File: config.mk
export PLATFORM = sky130hd
export DESIGN_NAME = led_pwm_intensity
export DESIGN_NICKNAME = d
export VERILOG_FILES = /design/src/design/led_pwm_pkg.sv /design/src/design/pwm_timing_if.sv /design/src/design/led_pwm_intensity.sv /design/src/design/led_slice.sv
export VERILOG_INCLUDE_DIRS = /design/src /design/src/design
export SDC_FILE = /design/constraint.sdc
export NUM_CORES = 1
export LEC_CHECK = 0
export ABC_CLOCK_PERIOD_IN_PS = 4480
export BUFFER_PORTS_ARGS = -buffer_cell sky130_fd_sc_hd__buf_2
export CORE_MARGIN = 2
export CORE_UTILIZATION = 56
export CTS_BUF_LIST = sky130_fd_sc_hd__clkbuf_4 sky130_fd_sc_hd__clkbuf_8
export DETAILED_ROUTE_END_ITERATION = 16
export PLACE_DENSITY = 0.9
export SLEW_MARGIN = 20
export SYNTH_ARGS = -nofsm -noshare
export SYNTH_HDL_FRONTEND = slang
export SYNTH_SLANG_ARGS = --single-unit
File: constraint.sdc
create_clock -name i_clk -period 4.48 [get_ports i_clk]
set_input_delay 0.224 -clock i_clk [delete_from_list [all_inputs] [get_ports i_clk]]
set_output_delay 0.224 -clock i_clk [all_outputs]
set_load 0.005 [all_outputs]
File: src/design/led_pwm_defs.svh
`ifndef LED_PWM_DEFS_SVH
`define LED_PWM_DEFS_SVH

// ****************************************
// register map
// ****************************************
`define REG_MASTER_ADDR    8'h0e
`define REG_MASTER_RESET   8'h00
`define MASTER_FIELD_MSB   7
`define MASTER_FIELD_LSB   4
`define LAST_FIELD_MSB     3
`define LAST_FIELD_LSB     0

// ****************************************
// pwm timing counts
// ****************************************
`define PWM_LAST_SLOT      4'hf
`define MASTER_LAST_SUB    4'he
`define MASTER_OFF         4'h0
`define MASTER_FULL        4'hf
`define CODE_STATIC        4'hf
`define NUM_OUTPUTS        17
`define GROUP_SIZE         8

`endif

File: src/design/led_pwm_pkg.sv
package led_pwm_pkg;
	typedef logic [3:0] level_type;
	typedef logic [7:0] byte_type;
	typedef enum logic {
		OSC_STOPPED,
		OSC_RUNNING
	} osc_state_type;
endpackage

File: src/design/pwm_timing_if.sv
interface pwm_timing_if;
	logic [3:0] slot;
	logic [3:0] sub;
	logic [3:0] master;
	logic       run;
	logic       boundary;
	logic       blink_en;
	logic       blink_phase;
	modport src  (output slot, sub, master, run, boundary, blink_en, blink_phase);
	modport sink (input  slot, sub, master, run, boundary, blink_en, blink_phase);
endinterface

File: src/design/led_pwm_intensity.sv
`include "led_pwm_defs.svh"

module led_pwm_intensity #(
	parameter int N_OUTPUTS = `NUM_OUTPUTS
) (
	input  wire logic                          i_clk,             // core oscillator clock
	input  wire logic                          i_rst,             // sync reset, active high
	input  wire logic                          i_reg_strobe,      // register transfer request
	input  wire logic                          i_reg_rnw,         // direction: 1 read, 0 write
	input  wire led_pwm_pkg::byte_type         i_reg_addr,        // register address
	input  wire led_pwm_pkg::byte_type         i_reg_wdata,       // write data
	output led_pwm_pkg::byte_type              o_reg_rdata,       // read data
	output logic                               o_reg_rvalid,      // read data valid pulse
	input  wire logic                          i_blink_en,        // blinking enabled
	input  wire logic                          i_blink_phase,     // active blink phase
	input  wire logic                          i_global_en,       // one code for outputs 0-15
	input  wire led_pwm_pkg::level_type        i_global_code,     // global intensity code
	input  wire led_pwm_pkg::level_type [15:0] i_out_codes,       // per-output codes
	input  wire logic [7:0]                    i_ph0_low_group,   // phase 0 bits, outputs 0-7
	input  wire logic [7:0]                    i_ph0_high_group,  // phase 0 bits, outputs 8-15
	input  wire logic [7:0]                    i_ph1_low_group,   // phase 1 bits, outputs 0-7
	input  wire logic [7:0]                    i_ph1_high_group,  // phase 1 bits, outputs 8-15
	input  wire logic                          i_ph0_seventeenth, // phase 0 bit, last output
	input  wire logic                          i_ph1_seventeenth, // phase 1 bit, last output
	output logic [N_OUTPUTS-1:0]               o_led_o,           // pin level when enabled
	output logic [N_OUTPUTS-1:0]               o_led_oe,          // high: pin pulled low
	output logic                               o_osc_running      // oscillator running
);
	import led_pwm_pkg::*;

	if (N_OUTPUTS != `NUM_OUTPUTS) begin : g_bad_count
		$error("output grouping serves exactly seventeen outputs");
	end

	// ****************************************
	// master and seventeenth intensity register
	// ****************************************
	byte_type  reg_q;
	level_type master_level;
	level_type seventeenth_level;
	logic      wr_hit;
	logic      rd_req;

	assign master_level      = reg_q[`MASTER_FIELD_MSB:`MASTER_FIELD_LSB];
	assign seventeenth_level = reg_q[`LAST_FIELD_MSB:`LAST_FIELD_LSB];
	assign wr_hit = i_reg_strobe && !i_reg_rnw && i_reg_addr == `REG_MASTER_ADDR;
	assign rd_req = i_reg_strobe && i_reg_rnw;

	always_ff @(posedge i_clk) begin
		if (i_rst) begin
			reg_q <= `REG_MASTER_RESET;
		end else if (wr_hit) begin
			reg_q <= i_reg_wdata;
		end
	end

	// unmapped reads answer zero so the host never waits
	always_ff @(posedge i_clk) begin
		if (i_rst) begin
			o_reg_rdata  <= 8'h00;
			o_reg_rvalid <= 1'b0;
		end else begin
			o_reg_rvalid <= rd_req;
			if (rd_req) begin
				o_reg_rdata <= (i_reg_addr == `REG_MASTER_ADDR) ? reg_q : 8'h00;
			end
		end
	end

	// ****************************************
	// oscillator: 16 slots of 15 master sub-slots
	// ****************************************
	osc_state_type state_q;
	logic [3:0]    slot_q;
	logic [3:0]    sub_q;
	logic          run;
	logic          boundary;

	assign run      = state_q == OSC_RUNNING;
	assign boundary = run && slot_q == `PWM_LAST_SLOT && sub_q == `MASTER_LAST_SUB;

	always_ff @(posedge i_clk) begin
		if (i_rst) begin
			state_q <= OSC_STOPPED;
		end else begin
			case (state_q)
				OSC_STOPPED: begin
					if (master_level != `MASTER_OFF) begin
						state_q <= OSC_RUNNING;
					end
				end
				OSC_RUNNING: begin
					if (master_level == `MASTER_OFF) begin
						state_q <= OSC_STOPPED;
					end
				end
				default: begin
					state_q <= OSC_STOPPED;
				end
			endcase
		end
	end

	// a stopped oscillator restarts from slot 0 so the first cycle is whole
	always_ff @(posedge i_clk) begin
		if (i_rst || !run) begin
			sub_q  <= 4'h0;
			slot_q <= 4'h0;
		end else if (sub_q == `MASTER_LAST_SUB) begin
			sub_q  <= 4'h0;
			slot_q <= slot_q + 4'h1;
		end else begin
			sub_q <= sub_q + 4'h1;
		end
	end

	always_ff @(posedge i_clk) begin
		if (i_rst) begin
			o_osc_running <= 1'b0;
		end else begin
			o_osc_running <= run;
		end
	end

	// ****************************************
	// per-output code and phase selection
	// ****************************************
	level_type [N_OUTPUTS-1:0] code_sel;
	logic [N_OUTPUTS-1:0]      ph0_sel;
	logic [N_OUTPUTS-1:0]      ph1_sel;
	logic [N_OUTPUTS-1:0]      drive;

	always_comb begin
		for (int i = 0; i < 16; i++) begin
			code_sel[i] = i_global_en ? i_global_code : i_out_codes[i];
		end
		code_sel[16] = seventeenth_level;
		// the seventeenth output has its own bits and cannot track the groups
		ph0_sel = {i_ph0_seventeenth, i_ph0_high_group, i_ph0_low_group};
		ph1_sel = {i_ph1_seventeenth, i_ph1_high_group, i_ph1_low_group};
	end

	pwm_timing_if tm ();

	assign tm.slot        = slot_q;
	assign tm.sub         = sub_q;
	assign tm.master      = master_level;
	assign tm.run         = run;
	assign tm.boundary    = boundary;
	assign tm.blink_en    = i_blink_en;
	assign tm.blink_phase = i_blink_phase;

	for (genvar g = 0; g < N_OUTPUTS; g++) begin : g_slice
		led_slice u_slice (
			.i_clk   (i_clk),
			.i_rst   (i_rst),
			.tm      (tm),
			.i_code  (code_sel[g]),
			.i_ph0   (ph0_sel[g]),
			.i_ph1   (ph1_sel[g]),
			.o_drive (drive[g])
		);
	end

	// open drain: the pin is only ever pulled low, a lit LED
	always_ff @(posedge i_clk) begin
		if (i_rst) begin
			o_led_o <= '0;
		end else begin
			o_led_o <= '0;
		end
	end

	assign o_led_oe = drive;
endmodule

File: src/design/led_slice.sv
`include "led_pwm_defs.svh"

module led_slice (
	input  wire logic                  i_clk,   // core clock
	input  wire logic                  i_rst,   // sync reset, active high
	pwm_timing_if.sink                 tm,      // shared pwm timing
	input  wire led_pwm_pkg::level_type i_code, // intensity code
	input  wire logic                  i_ph0,   // blink phase 0 bit
	input  wire logic                  i_ph1,   // blink phase 1 bit
	output logic                       o_drive  // high: pull pin low
);
	import led_pwm_pkg::*;

	logic ph_q;
	logic ph_d;
	logic drive_d;

	// ****************************************
	// phase bit, swapped only between pwm cycles
	// ****************************************
	always_comb begin
		ph_d = tm.blink_en ? (tm.blink_phase ? i_ph1 : i_ph0) : i_ph0;
	end

	always_ff @(posedge i_clk) begin
		if (i_rst) begin
			ph_q <= 1'b0;
		end else if (tm.boundary || !tm.run) begin
			ph_q <= ph_d;
		end
	end

	// ****************************************
	// drive decision
	// ****************************************
	always_comb begin
		drive_d = 1'b0;
		if (!tm.run) begin
			drive_d = 1'b0;
		end else if (i_code == `CODE_STATIC) begin
			drive_d = !ph_q;
		end else if (tm.sub < tm.master) begin
			// clear bit: low for code+1 slots; set bit: the remaining slots
			drive_d = ph_q ? (tm.slot > i_code) : (tm.slot <= i_code);
		end
	end

	always_ff @(posedge i_clk) begin
		if (i_rst) begin
			o_drive <= 1'b0;
		end else begin
			o_drive <= drive_d;
		end
	end
endmodule

# Word-level counts from Yosys, hierarchy flattened
# Cells that the tools add are included.
# totals
register_bits	61
input_bits	125
out_inout_bits	44
word_cells	234
# classes
addsub	2
n_lt_le_gt_ge	35
n_eq_ne	20
n_mux	105
n_bitwise	1
n_reduce_logical	30
# ops
operator	count
$mux W1	87
$eq A4 B4 Y1 const B	19
$gt A4 B4 Y1	17
$le A4 B4 Y1	17
$mux W4	16
$logic_not A1 Y1	19
$add A4 B1 Y4 const B	2
$eq A8 B4 Y1 const B	1
$mux W8	1
$logic_and A1 B1 Y1	5
$logic_not A4 Y1	1
$lt A4 B4 Y1	1
$reduce_bool A4 Y1	1
$reduce_or A2 Y1	2
$logic_or A1 B1 Y1	2
$pmux W1 S2	1
$not A1 Y1	1

# Longest topological paths before layout
# Gate-level depths: netlist of run 1.
# depth
depth_word	5
depth_mapped	11
depth_no_buf	9

# Hierarchy
# Synthesis of run 1 repeated with hierarchy kept, for this count alone.
# hier_totals
cells_unflattened	941
area_unflattened_um2	6861.6
# by_module_without_submodules
mod	n_inst	cells_per_inst	area_each_um2	seq_area_each_um2
led_slice	17	39	294.0	40.0
led_pwm_intensity	1	278	1863.0	540.5

# Worst setup path before layout of run 1
# Ideal clock, no wire load.
# synth_path
kind	register -> register
start	register reg_q[5]
end	register g_slice[12].u_slice.o_drive
setup_time_ps	75
arrival_ps	1722
required_time_ps	4405
path_slack_ps	2683
stages_incl_launch_ff	8
n_path_buf	1
period_less_slack_ps	1797
path_cell_list	dfxtp_1 inv_1 ha_1 a2111o_1 a21o_1 buf_2 a2bb2oi_1 o22ai_1
# synth_via
elab_chain_cells	3
# synth_rtl
element	line_no	text
from (decl)	led_pwm_intensity.sv:38	byte_type reg_q;
from (signal assigned)	led_pwm_intensity.sv:51	reg_q <= `REG_MASTER_RESET;
from (signal assigned)	led_pwm_intensity.sv:53	reg_q <= i_reg_wdata;
$lt A4 B4 Y1	led_slice.sv:42	end else if (tm.sub < tm.master) begin
$mux W1	led_slice.sv:42	
$mux W1	led_slice.sv:40	end else if (i_code == `CODE_STATIC) begin
to (signal assigned)	led_slice.sv:52	o_drive <= drive_d;
to (decl)	led_slice.sv:10	output logic o_drive
# Every way passes these cells.
# A chain may end at the register's enable or synchronous reset.

# Worst setup path in the final report of run 1
# layout_path
start	register slot_q[1]
end	register g_slice[0].u_slice.ph_q
# layout_via
elab_chain_cells	4
# layout_rtl
element	line_no	text
from (decl)	led_pwm_intensity.sv:74	logic [3:0] slot_q;
from (signal assigned)	led_pwm_intensity.sv:111	slot_q <= slot_q + 4'h1;
$eq A4 B4 Y1 (no source line)	--	
$logic_and A1 B1 Y1 (no source line) (2 in series)	--	
$logic_or A1 B1 Y1	led_slice.sv:28	end else if (tm.boundary || !tm.run) begin
to (signal assigned)	led_slice.sv:29	ph_q <= ph_d;
to (decl)	led_slice.sv:14	logic ph_q;
# Every way passes these cells.

==> results of run 1 <==
[kinds of logic (layout without fill, tap and decap cells)]
kind of cell / count (synthesis) / count (layout) / synth area share (%)
buffers and inverters: 87 / 188 / 11.0
other: 1 / 17 / 0.0759
multiplexers: 9 / 9 / 1.82
XOR/XNOR: 6 / 6 / 1.06
AO/OA/AOI/OAI: 177 / 177 / 23.3
adder cells (fa/ha/maj): 74 / 74 / 18.7
flip-flops: 61 / 61 / 24.7
AND/OR/NAND/NOR: 170 / 170 / 19.3
[worst max-delay path by stage]
stage	start	end	slack, ns	depth (start not counted)
2_1_floorplan	reg_q[5]	g_slice[12].u_slice.o_drive	2.68	7
3_3_place_gp	slot_q[1]	g_slice[14].u_slice.ph_q	1.99	5
3_5_place_dp	slot_q[1]	g_slice[11].u_slice.ph_q	1.89	5
4_1_cts	slot_q[1]	g_slice[0].u_slice.ph_q	1.84	5
5_1_grt	slot_q[1]	g_slice[11].u_slice.ph_q	1.54	5
6_report	slot_q[1]	g_slice[0].u_slice.ph_q	1.82	5
[tightest hold or removal path, cell delays in order]
cell and delay [ns]:
buf_2 0.08, mux2i_1 0.05, nor2_1 0.07
[power by group through the flow]
| stage | sequential [uW] | clock, uW | combinational (uW) |
|---|---|---|---|
| detailed placement | 577 | 0 | 232 |
| global route | 566 | 544 | 265 |
| finish | 565 | 517 | 238 |
| CTS | 565 | 527 | 234 |
| floorplan | 571 | 0 | 163 |
| global placement | 577 | 0 | 218 |
[cell usage after synthesis, drive strengths merged (14+ instances only)]
cell type | instances | area share [%]
a21oi | 91 | 9.8
ha | 74 | 19
dfxtp | 61 | 25
buf | 54 | 8.5
nor2 | 45 | 3.4
nand2 | 26 | 2.0
inv | 20 | 1.5
nand3 | 19 | 1.9
a311oi | 18 | 3.2
and4 | 16 | 2.8
nor2b | 16 | 2.0
o211ai | 16 | 2.4
nand4 | 14 | 1.8
[flip-flops by register name (all words and copies together) (netlist names)]
register and count:
g_slice.u_slice.ph_q 17, run 1, g_slice.u_slice.o_drive 17, o_reg_rdata 8, o_osc_running 1, slot_q 4, sub_q 4, o_reg_rvalid 1
reg_q 8
[stage by stage]
step                      setup WS (ns)  power [uW]  instances  instance area (sq um)  utilization [%]
after detailed placement           1.89         810        794                   5430             62.8
final                              1.82        1320        810                   5630             65.2
after CTS                          1.84        1330        810                   5630             65.2
after global placement             1.99         795        794                   5430             62.8
after global routing               1.54        1380        810                   5630             65.2
after floorplan                    2.68         735        601                   5000                -
[placed cells by master (no fill, tap or decap), types with 10 or more instances in the layout]
master	count
dfxtp_1	61
nor2_1	45
o211ai_1	16
conb_1	17
a21oi_1	83
nor2b_1	16
and4_1	16
a311oi_1	18
nand3_1	19
inv_1	19
o22a_1	10
buf_2	151
nand2_1	26
nand4_1	14
ha_1	74
[final cells by class]
cell class	count	area [sq um]	area share [%]
Multi-Input combinational cell	453	3240	57.4
Inverter	21	78.8	1.40
Clock buffer	9	124	2.20
Sequential cell	61	1220	21.7
Timing Repair Buffer	151	756	13.4
Clock inverter	7	82.6	1.47
Tap cell	108	135	2.40
[layer usage]
layer | global-route usage (%) | vias to the layer above | part of all wire [%]
met5 | 0 | - | 0
met4 | 9.83 | 0 | 2.6
met3 | 3.94 | 36 | 6.9
met2 | 45.7 | 218 | 48
met1 | 35.0 | 2232 | 43
li1 | - | 2366 | -
==> reports/metrics.csv, run 1 <==
metric;value;unit
WP data arrival;2.90;ns
synthesized area;4940;sq um
Worst Path Buf+Inv;0;
# nets final;896;
Pwr Density;234;nW/um^2
min Tclk post-route;2.66;ns
final hold slack;0.109;ns
largest net degree at the start of global routing;65;
Synth Instances;585;
antenna violations before repair;0;
Die Ht;97.9;um
leakage power;0.00269;uW
Seq cells post-synth;61;
Max Cap Viol;0;
Final Hold Viols;0;
CP Launch Type;flip-flop;
average cell area after synthesis;8.44;sq um
Skew-Pair Late Insertion Delay;0.35;ns
status;finished clean;
Num Clock Sinks;61;
Post-synth EDFFs;0;
post-route antenna net violation count;0;
1st-iter DRT viols;217;
vias in the first global route;4689;
reg2reg start;slot_q[1];
worst vdd ir;0.000189;V
CP max-delay cell;dfxtp_1;
max-slew violations;0;
DRT Pass-1 Iters;5;
post-synth cell types;46;
RSZ-0062 raised after global routing;false;
Bufs on Longest Clock Path;2;
CP Cell Sequence;ha_1 > nand4_1 > nand2_1 > nor2_1 > a311oi_1;
Global Route Usage Sum;27.0;%
WL/cell;16.5;um
Hold Crit Depth;3;
Antenna Cells;0;
Ys Warns;0;
Crit Path Max Fanout;34;
worst rel slew slack;31.6;%
H-tree Lvls;3;
Max Clock Freq;0.376;GHz
R2R Setup Slk;1.82;ns
period utilization;59.3;%
global-route wire length before repair;21400;um
CTS resizes;0;
max incr delay on CP;0.94;ns
Flop pwr share;42.8;%
# IOs;169;
core area;8640;sq um
Die X-Extent;97.9;um
sw frac;29.9;%
hold crit path type;input pin to flip-flop;
root buf cell;clkbuf_8;
Sw Pwr;395;uW
internal power;924;uW
Clk pwr share;39.1;%
clock-pin slew on the worst setup and hold paths;0.08;ns
CTS tree;yes;
Num CTS Buffers;9;
CP Capture Type;flip-flop;
TNS Setup;0;ns
Clock Skew;0.0121;ns
Via Count;4852;
drt drc;0;
post-CTS setup buffer count;0;
transition time of the tightest slew-check pin;1.02;ns
Fillers;719;
PortBufs;151;
drt total wl;13300;um
worst hold path startpoint;i_reg_wdata[4];
die footprint;9590;sq um
Layout area overhead;14.1;%
Async SR Flop Fraction;0;%
CTS hold repair buffers;0;
grt ovf;0;
ys flop type;dfxtp_1;
Site Rows;34;
vias per inst;5.99;
layout cells sized above 1;25.9;%
Worst Reg-to-Reg Cells;5;
GPL Wtd Cong;0.918;
Comb power frac;18.0;%
Crit Reg-Reg Endpoint;g_slice[0].u_slice.ph_q;
Final setup viols;0;
Hold Path Sink;reg_q[4];
Setup Crit Path Kind;flip-flop to flip-flop;
sequential area share after synthesis;24.7;%
WP data required;4.73;ns
Detail Placement HPWL;9890;um
Starting Density;57.2;%
Worst path top cell family by delay;simple AND/OR/NAND/NOR gates;
Power figures use the tool's default switching activity.
==> run 2, diff against run 1 <==
- ABC_AREA: default -> 1
- ABC_CLOCK_PERIOD_IN_PS: 4480 -> 2740
- CORE_UTILIZATION: 56 -> 55
- PLACE_DENSITY: 0.9 -> 0.86
- clock period: 4.48 -> 2.74 ns (I/O delays scaled with it)
==> run 2 against run 1 <==
Cell count up 53%. Critical path type unchanged. Register-to-register slack worse by 1.1 ns. Clock skew about the same.
==> reports/metrics.csv, run 2 <==
metric;value;unit
CTS hold repair buffers;1;
CTS tree;yes;
sequential area share after synthesis;21.1;%
Hold Crit Depth;3;
CP most frequent cell;nand2_1;
ys flop type;dfxtp_1;
CTS resizes;0;
post-route insts no fill;1243;
1st-iter DRT viols;317;
RSZ-0062 raised after global routing;false;
reg2reg start;sub_q[0];
Clock Skew;0.0121;ns
Hold Path Sink;reg_q[7];
Site Rows;37;
clock-pin slew on the worst setup and hold paths;0.08;ns
sw frac;33.2;%
leakage power;0.00422;uW
worst hold path startpoint;i_reg_wdata[7];
Setup Crit Path Kind;flip-flop to flip-flop;
CP max-delay cell;o21ai_4;
Die X-Extent;107;um
Pwr Density;328;nW/um^2
core area;10300;sq um
transition time of the tightest slew-check pin;0.744;ns
Clk pwr share;33.5;%
Detail Placement HPWL;10900;um
Antenna Cells;0;
DRT Pass-1 Iters;6;
max incr delay on CP;0.45;ns
die footprint;11400;sq um
worst rel slew slack;50.3;%
Max Cap Viol;0;
R2R Setup Slk;0.73;ns
Comb power frac;23.6;%
grt ovf;0;
period utilization;73.5;%
Final Hold Viols;0;
biggest regs;g_slice.u_slice.o_drive (17), g_slice.u_slice.ph_q (17);
Crit Reg-Reg Endpoint;g_slice[11].u_slice.ph_q;
Sw Pwr;720;uW
most frequent cells in the layout;361 x nand2_1, 179 x inv_1, 151 x buf_2;
dominant cell type by area after synthesis;nand2_1;
commonest non-fill, non-tap cell in the layout;nand2_1;
hold crit path type;input pin to flip-flop;
Flop pwr share;42.9;%
min Tclk post-route;2.01;ns
WL/cell;11.5;um
# IOs;169;
top cells by count, synth;361 x nand2_1, 179 x inv_1, 80 x nand3_1;
Die Ht;107;um
H-tree Lvls;3;
layout cells sized above 1;16.9;%
synth top area cells;nand2_1 23%, dfxtp_1 21%, ha_1 16%, inv_1 12%, nand3_1 6.9%;
Skew-Pair Late Insertion Delay;0.35;ns
vias per inst;4.87;
Via Count;6052;
Max Clock Freq;0.496;GHz
Num Clock Sinks;61;
average cell area after synthesis;5.95;sq um
Global Route Usage Sum;25.6;%
vias in the first global route;5511;
Worst Reg-to-Reg Cells;10;
Async SR Flop Fraction;0;%
status;finished clean;
Fillers;1010;
antenna violations before repair;0;
Synth Instances;974;
Worst Path Buf+Inv;2;
Worst path top cell family by delay;simple AND/OR/NAND/NOR gates;
Final setup viols;0;
global-route wire length before repair;23700;um
Multi-input gate area;3520;sq um
Post-synth EDFFs;0;
WP data required;2.98;ns
Ys Warns;0;
root buf cell;clkbuf_8;
Bufs on Longest Clock Path;2;
post-synth cell types;29;
Num CTS Buffers;9;
CP Capture Type;flip-flop;
largest net degree at the start of global routing;26;
dpl cells;1226;
worst vdd ir;0.000264;V
max-slew violations;0;
synthesized area;5800;sq um
GPL Wtd Cong;0.844;
most numerous cell in the Yosys netlist;nand2_1;
post-route antenna net violation count;0;
Synth top area share;23.4;%
CP Cell Sequence;inv_1 > ha_1 > nand2_1 > nor2_2 > nand3_2 > o21ai_4 > buf_4 > nand3_1 > nand2_1 > nor2_1;
Seq cells post-synth;61;
Starting Density;56.4;%
drt drc;0;
Crit Path Max Fanout;18;
Layout area overhead;13.9;%
TNS Setup;0;ns
CP Launch Type;flip-flop;
drt total wl;14400;um
internal power;1450;uW
# nets final;1301;
register area;1220;sq um
WP data arrival;2.26;ns
PortBufs;151;
post-CTS setup buffer count;0;
-- run 2: cell types whose count changed in the layout (fill, tap and decap cells not counted), moves of 11 or more --
cell      delta
nand2_1    +335
inv_1      +160
nand3_1     +61
a21oi_1     -51
nor2_1      +30
a311oi_1    -18
and4_1      -16
nor2b_1     -16
o211ai_1    -14
o21ai_0     +11
-- run 2: layout make-up --
| class | instances | share of cell area (%) |
|---|---|---|
| clock inverters | 7 | 0.776 |
| flip-flops and latches | 61 | 18.5 |
| multi-input cells | 688 | 53.3 |
| repair buffers | 162 | 12.7 |
| well taps | 136 | 2.58 |
| inverters | 180 | 10.2 |
| clock buffers | 9 | 1.87 |
-- run 2: how the worst max path moves through the flow --
stage          slack (ns)                           to        start  cells past startpoint
5_1_grt              0.57     g_slice[11].u_slice.ph_q     sub_q[0]                     10
6_report             0.73     g_slice[11].u_slice.ph_q     sub_q[0]                     10
3_5_place_dp         0.69  g_slice[12].u_slice.o_drive  i_global_en                     15
2_1_floorplan        1.04     g_slice[14].u_slice.ph_q    slot_q[1]                      7
4_1_cts              0.74     g_slice[11].u_slice.ph_q     sub_q[0]                     10
3_3_place_gp         0.79  g_slice[12].u_slice.o_drive  i_global_en                     15
-- run 2: routing by layer --
layer / GRT usage [%] / share of wire (%) / vias to the layer above
li1: - / - / 3198
met2: 45.5 / 47 / 206
met1: 31.1 / 44 / 2622
met3: 5.17 / 7.3 / 26
met5: 0 / 0 / -
met4: 7.51 / 1.7 / 0
-- run 2: cell families after synthesis --
group	synth area share, %
xor gates and xnor gates	0.151
AOI/OAI and AO/OA	4.73
other	0.0647
adders and majority gates	16.0
buffers and inverters	19.2
DFF	21.1
and+or+nand+nor	38.8
-- run 2: worst register-to-register path: cells and delay by family, from the launching register on --
family                     cells  cell delay (ns)
DFF                            1             0.33
adders and majority gates      1             0.16
AOI/OAI and AO/OA              1             0.45
buffers and inverters          2             0.38
and+or+nand+nor                6             0.58
-- run 2: power by group through the flow --
| stage | Sequential (uW) | Combinational [uW] | Clock (uW) |
|---|---|---|---|
| 2_1_floorplan | 945 | 365 | 0 |
| 3_3_place_gp | 950 | 490 | 0 |
| 3_5_place_dp | 951 | 506 | 0 |
| 4_1_cts | 930 | 511 | 733 |
| 5_1_grt | 933 | 597 | 773 |
| 6_report | 930 | 513 | 727 |
-- run 2: stage by stage --
step           util (%)  hold WS [ns]  setup WS (ns)  power (uW)  cell area [sq um]
2_1_floorplan         -         0.209           1.04        1310               5860
3_3_place_gp       62.5         0.361          0.791        1440               6420
3_5_place_dp       62.5         0.366          0.694        1460               6420
4_1_cts            64.3       0.00555          0.738        2170               6610
5_1_grt            64.3        0.0145          0.567        2300               6610
6_report           64.3        0.0109          0.726        2170               6610
==> run 3, diff against run 2 <==
- ABC_CLOCK_PERIOD_IN_PS: 2740 -> 1700
- CORE_UTILIZATION: 55 -> 49
- PLACE_DENSITY: 0.86 -> 0.81
- clock period: 2.74 -> 1.7 ns (I/O delays scaled with it)
==> run 3 against run 2 <==
Sequential power rose by 61%. Clock-buffer cell count did not move. Highest routed layer unchanged. Critical path depth fell by 2. Setup slack got worse by 0.66 ns. Non-clock buffer count rose by 25. Cell count rose by 2.6%. Hold slack improved by 0.044 ns. First-iteration DRC count fell by 4.4%. Critical endpoint is now g_slice[7].u_slice.o_drive. Routed wire length rose by 8.5%.
==> reports/metrics.csv, run 3 (same netlist as run 2, synthesis figures left out) <==
metric;value;unit
status;finished clean;
DP Worst Slack;0.0929;ns
worst rel slew slack;62.7;%
commonest non-fill, non-tap cell in the layout;nand2_1;
Site Rows;39;
post-route insts no fill;1275;
CTS tree;yes;
clock-pin slew on the worst setup and hold paths;0.09;ns
biggest regs;g_slice.u_slice.o_drive (17), g_slice.u_slice.ph_q (17);
drt drc;0;
PnR worst setup slack;0.0641;ns
# IOs;169;
hold crit path type;input pin to flip-flop;
leakage power;0.00443;uW
CP Capture Type;flip-flop;
final core occ;61.5;%
CP Launch Type;flip-flop;
Die X-Extent;113;um
vias in the first global route;5711;
DRT Pass-1 Iters;5;
Worst Path Buf+Inv;2;
Bufs on Longest Clock Path;2;
Sw Pwr;1220;uW
CP Cell Sequence;ha_4 > a21boi_1 > o211ai_1 > nand2_2 > clkbuf_16 > nand2_1 > inv_1 > nor2_1;
Via Count;6174;
R2R Setup Slk;0.06;ns
global-route wire length before repair;24800;um
WP data required;1.99;ns
Flop pwr share;38.4;%
min Tclk post-route;1.64;ns
worst hold path startpoint;i_ph0_high_group[4];
Pwr Total;3910;uW
Global Route Usage Sum;23.7;%
Clk pwr share;39.4;%
PortBufs;151;
Num CTS Buffers;9;
Clock Skew;0.0113;ns
core area;11500;sq um
post-route antenna net violation count;0;
worst vdd ir;0.000467;V
Die Ht;113;um
transition time of the tightest slew-check pin;0.558;ns
period utilization;96.2;%
Num Clock Sinks;61;
H-tree Lvls;3;
largest net degree at the start of global routing;35;
Hold Crit Depth;5;
max incr delay on CP;0.38;ns
Antenna Cells;0;
layout cells sized above 1;18.7;%
WL/cell;12.2;um
Crit Path Max Fanout;8;
1st-iter DRT viols;303;
most frequent cells in the layout;359 x nand2_1, 177 x inv_1, 151 x buf_2;
# nets final;1326;
reg2reg start;sub_q[1];
vias per inst;4.84;
Skew-Pair Late Insertion Delay;0.36;ns
Detail Placement HPWL;11300;um
root buf cell;clkbuf_8;
WP data arrival;1.93;ns
Comb power frac;22.2;%
GPL Wtd Cong;0.838;
Crit Reg-Reg Endpoint;g_slice[7].u_slice.o_drive;
antenna violations before repair;0;
Setup Crit Path Kind;flip-flop to flip-flop;
internal power;2690;uW
Max Cap Viol;0;
Final Hold Viols;0;
Hold Path Sink;g_slice[12].u_slice.ph_q;
die footprint;12700;sq um
Worst Reg-to-Reg Cells;8;
Pwr Density;555;nW/um^2
Worst path top cell family by delay;compound AO/OA/AOI/OAI gates;
CP max-delay cell;dfxtp_4;
dpl cells;1244;
drt total wl;15600;um
Final setup viols;0;
grt ovf;0;
max-slew violations;0;
Max Clock Freq;0.611;GHz
Starting Density;50.6;%
sw frac;31.2;%
Layout area overhead;21.5;%
final hold slack;0.0553;ns
## run 3: cell types whose count changed in the layout (fill, tap and decap cells not counted), moves of 3 or more
cell	change
inv_6	+4
buf_12	+6
dlygate4sd3_1	+9
clkbuf_16	+3
dfxtp_1	-3
buf_4	+6
## run 3: cell type report
| type | instances | area, sq um |
|---|---|---|
| Sequential cell | 61 | 1230 |
| Clock inverter | 7 | 104 |
| Fill cell | 1108 | 4420 |
| Tap cell | 143 | 179 |
| Inverter | 180 | 676 |
| Multi-Input combinational cell | 688 | 3550 |
| Clock buffer | 9 | 124 |
| Timing Repair Buffer | 187 | 1180 |
## run 3: how the worst max path moves through the flow
| stage | start | to | slack [ns] | cells after the start |
|---|---|---|---|---|
| after floorplan | slot_q[1] | g_slice[14].u_slice.ph_q | 0.001 | 7 |
| after global placement | i_global_en | g_slice[8].u_slice.o_drive | 0.14 | 15 |
| after detailed placement | i_global_en | g_slice[8].u_slice.o_drive | 0.09 | 15 |
| after CTS | reg_q[5] | g_slice[14].u_slice.o_drive | 0.03 | 9 |
| after global routing | reg_q[7] | g_slice[6].u_slice.o_drive | -0.03 | 8 |
| final | sub_q[1] | g_slice[7].u_slice.o_drive | 0.06 | 8 |
## run 3: metal layers
layer / up-vias / track usage (%) / share of wire (%) / wire, um
met5: - / 0 / 0 / 0
met2: 182 / 41.9 / 48 / 7460
met1: 2722 / 29.8 / 45 / 7030
met4: 0 / 6.34 / 1.2 / 188
li1: 3250 / - / - / -
met3: 20 / 3.96 / 5.8 / 902
## run 3: worst register-to-register path, delay by kind of cell, from the launching register on
kind / cells / cell delay (ns)
AOI/OAI and AO/OA: 2 / 0.41
adders and majority gates: 1 / 0.24
buffers and inverters: 2 / 0.24
DFF: 1 / 0.38
and+or+nand+nor: 3 / 0.30
## run 3: through the flow
| stage | TNS, ns | cell area (sq um) |
|---|---|---|
| after floorplan | 0 | 5860 |
| final | 0 | 7050 |
| after detailed placement | 0 | 6590 |
| after CTS | 0 | 6920 |
| after global placement | 0 | 6590 |
| after global routing | -0.311 | 7050 |
## run 3: power groups by stage
stage          registers [uW]  logic [uW]  clock network, uW
6_report                 1500         869               1540
5_1_grt                  1500        1010               1600
4_1_cts                  1500         863               1550
3_5_place_dp             1530         842                  0
3_3_place_gp             1530         819                  0
2_1_floorplan            1520         589                  0
## run 3: timing repair
action                                  4_1_cts  5_1_grt
endpoints found under the hold margin        10        0
setup buffers                                 0        2
hold buffers                                 10        0
resized for setup                             0       13
endpoints found under the setup margin        0       17
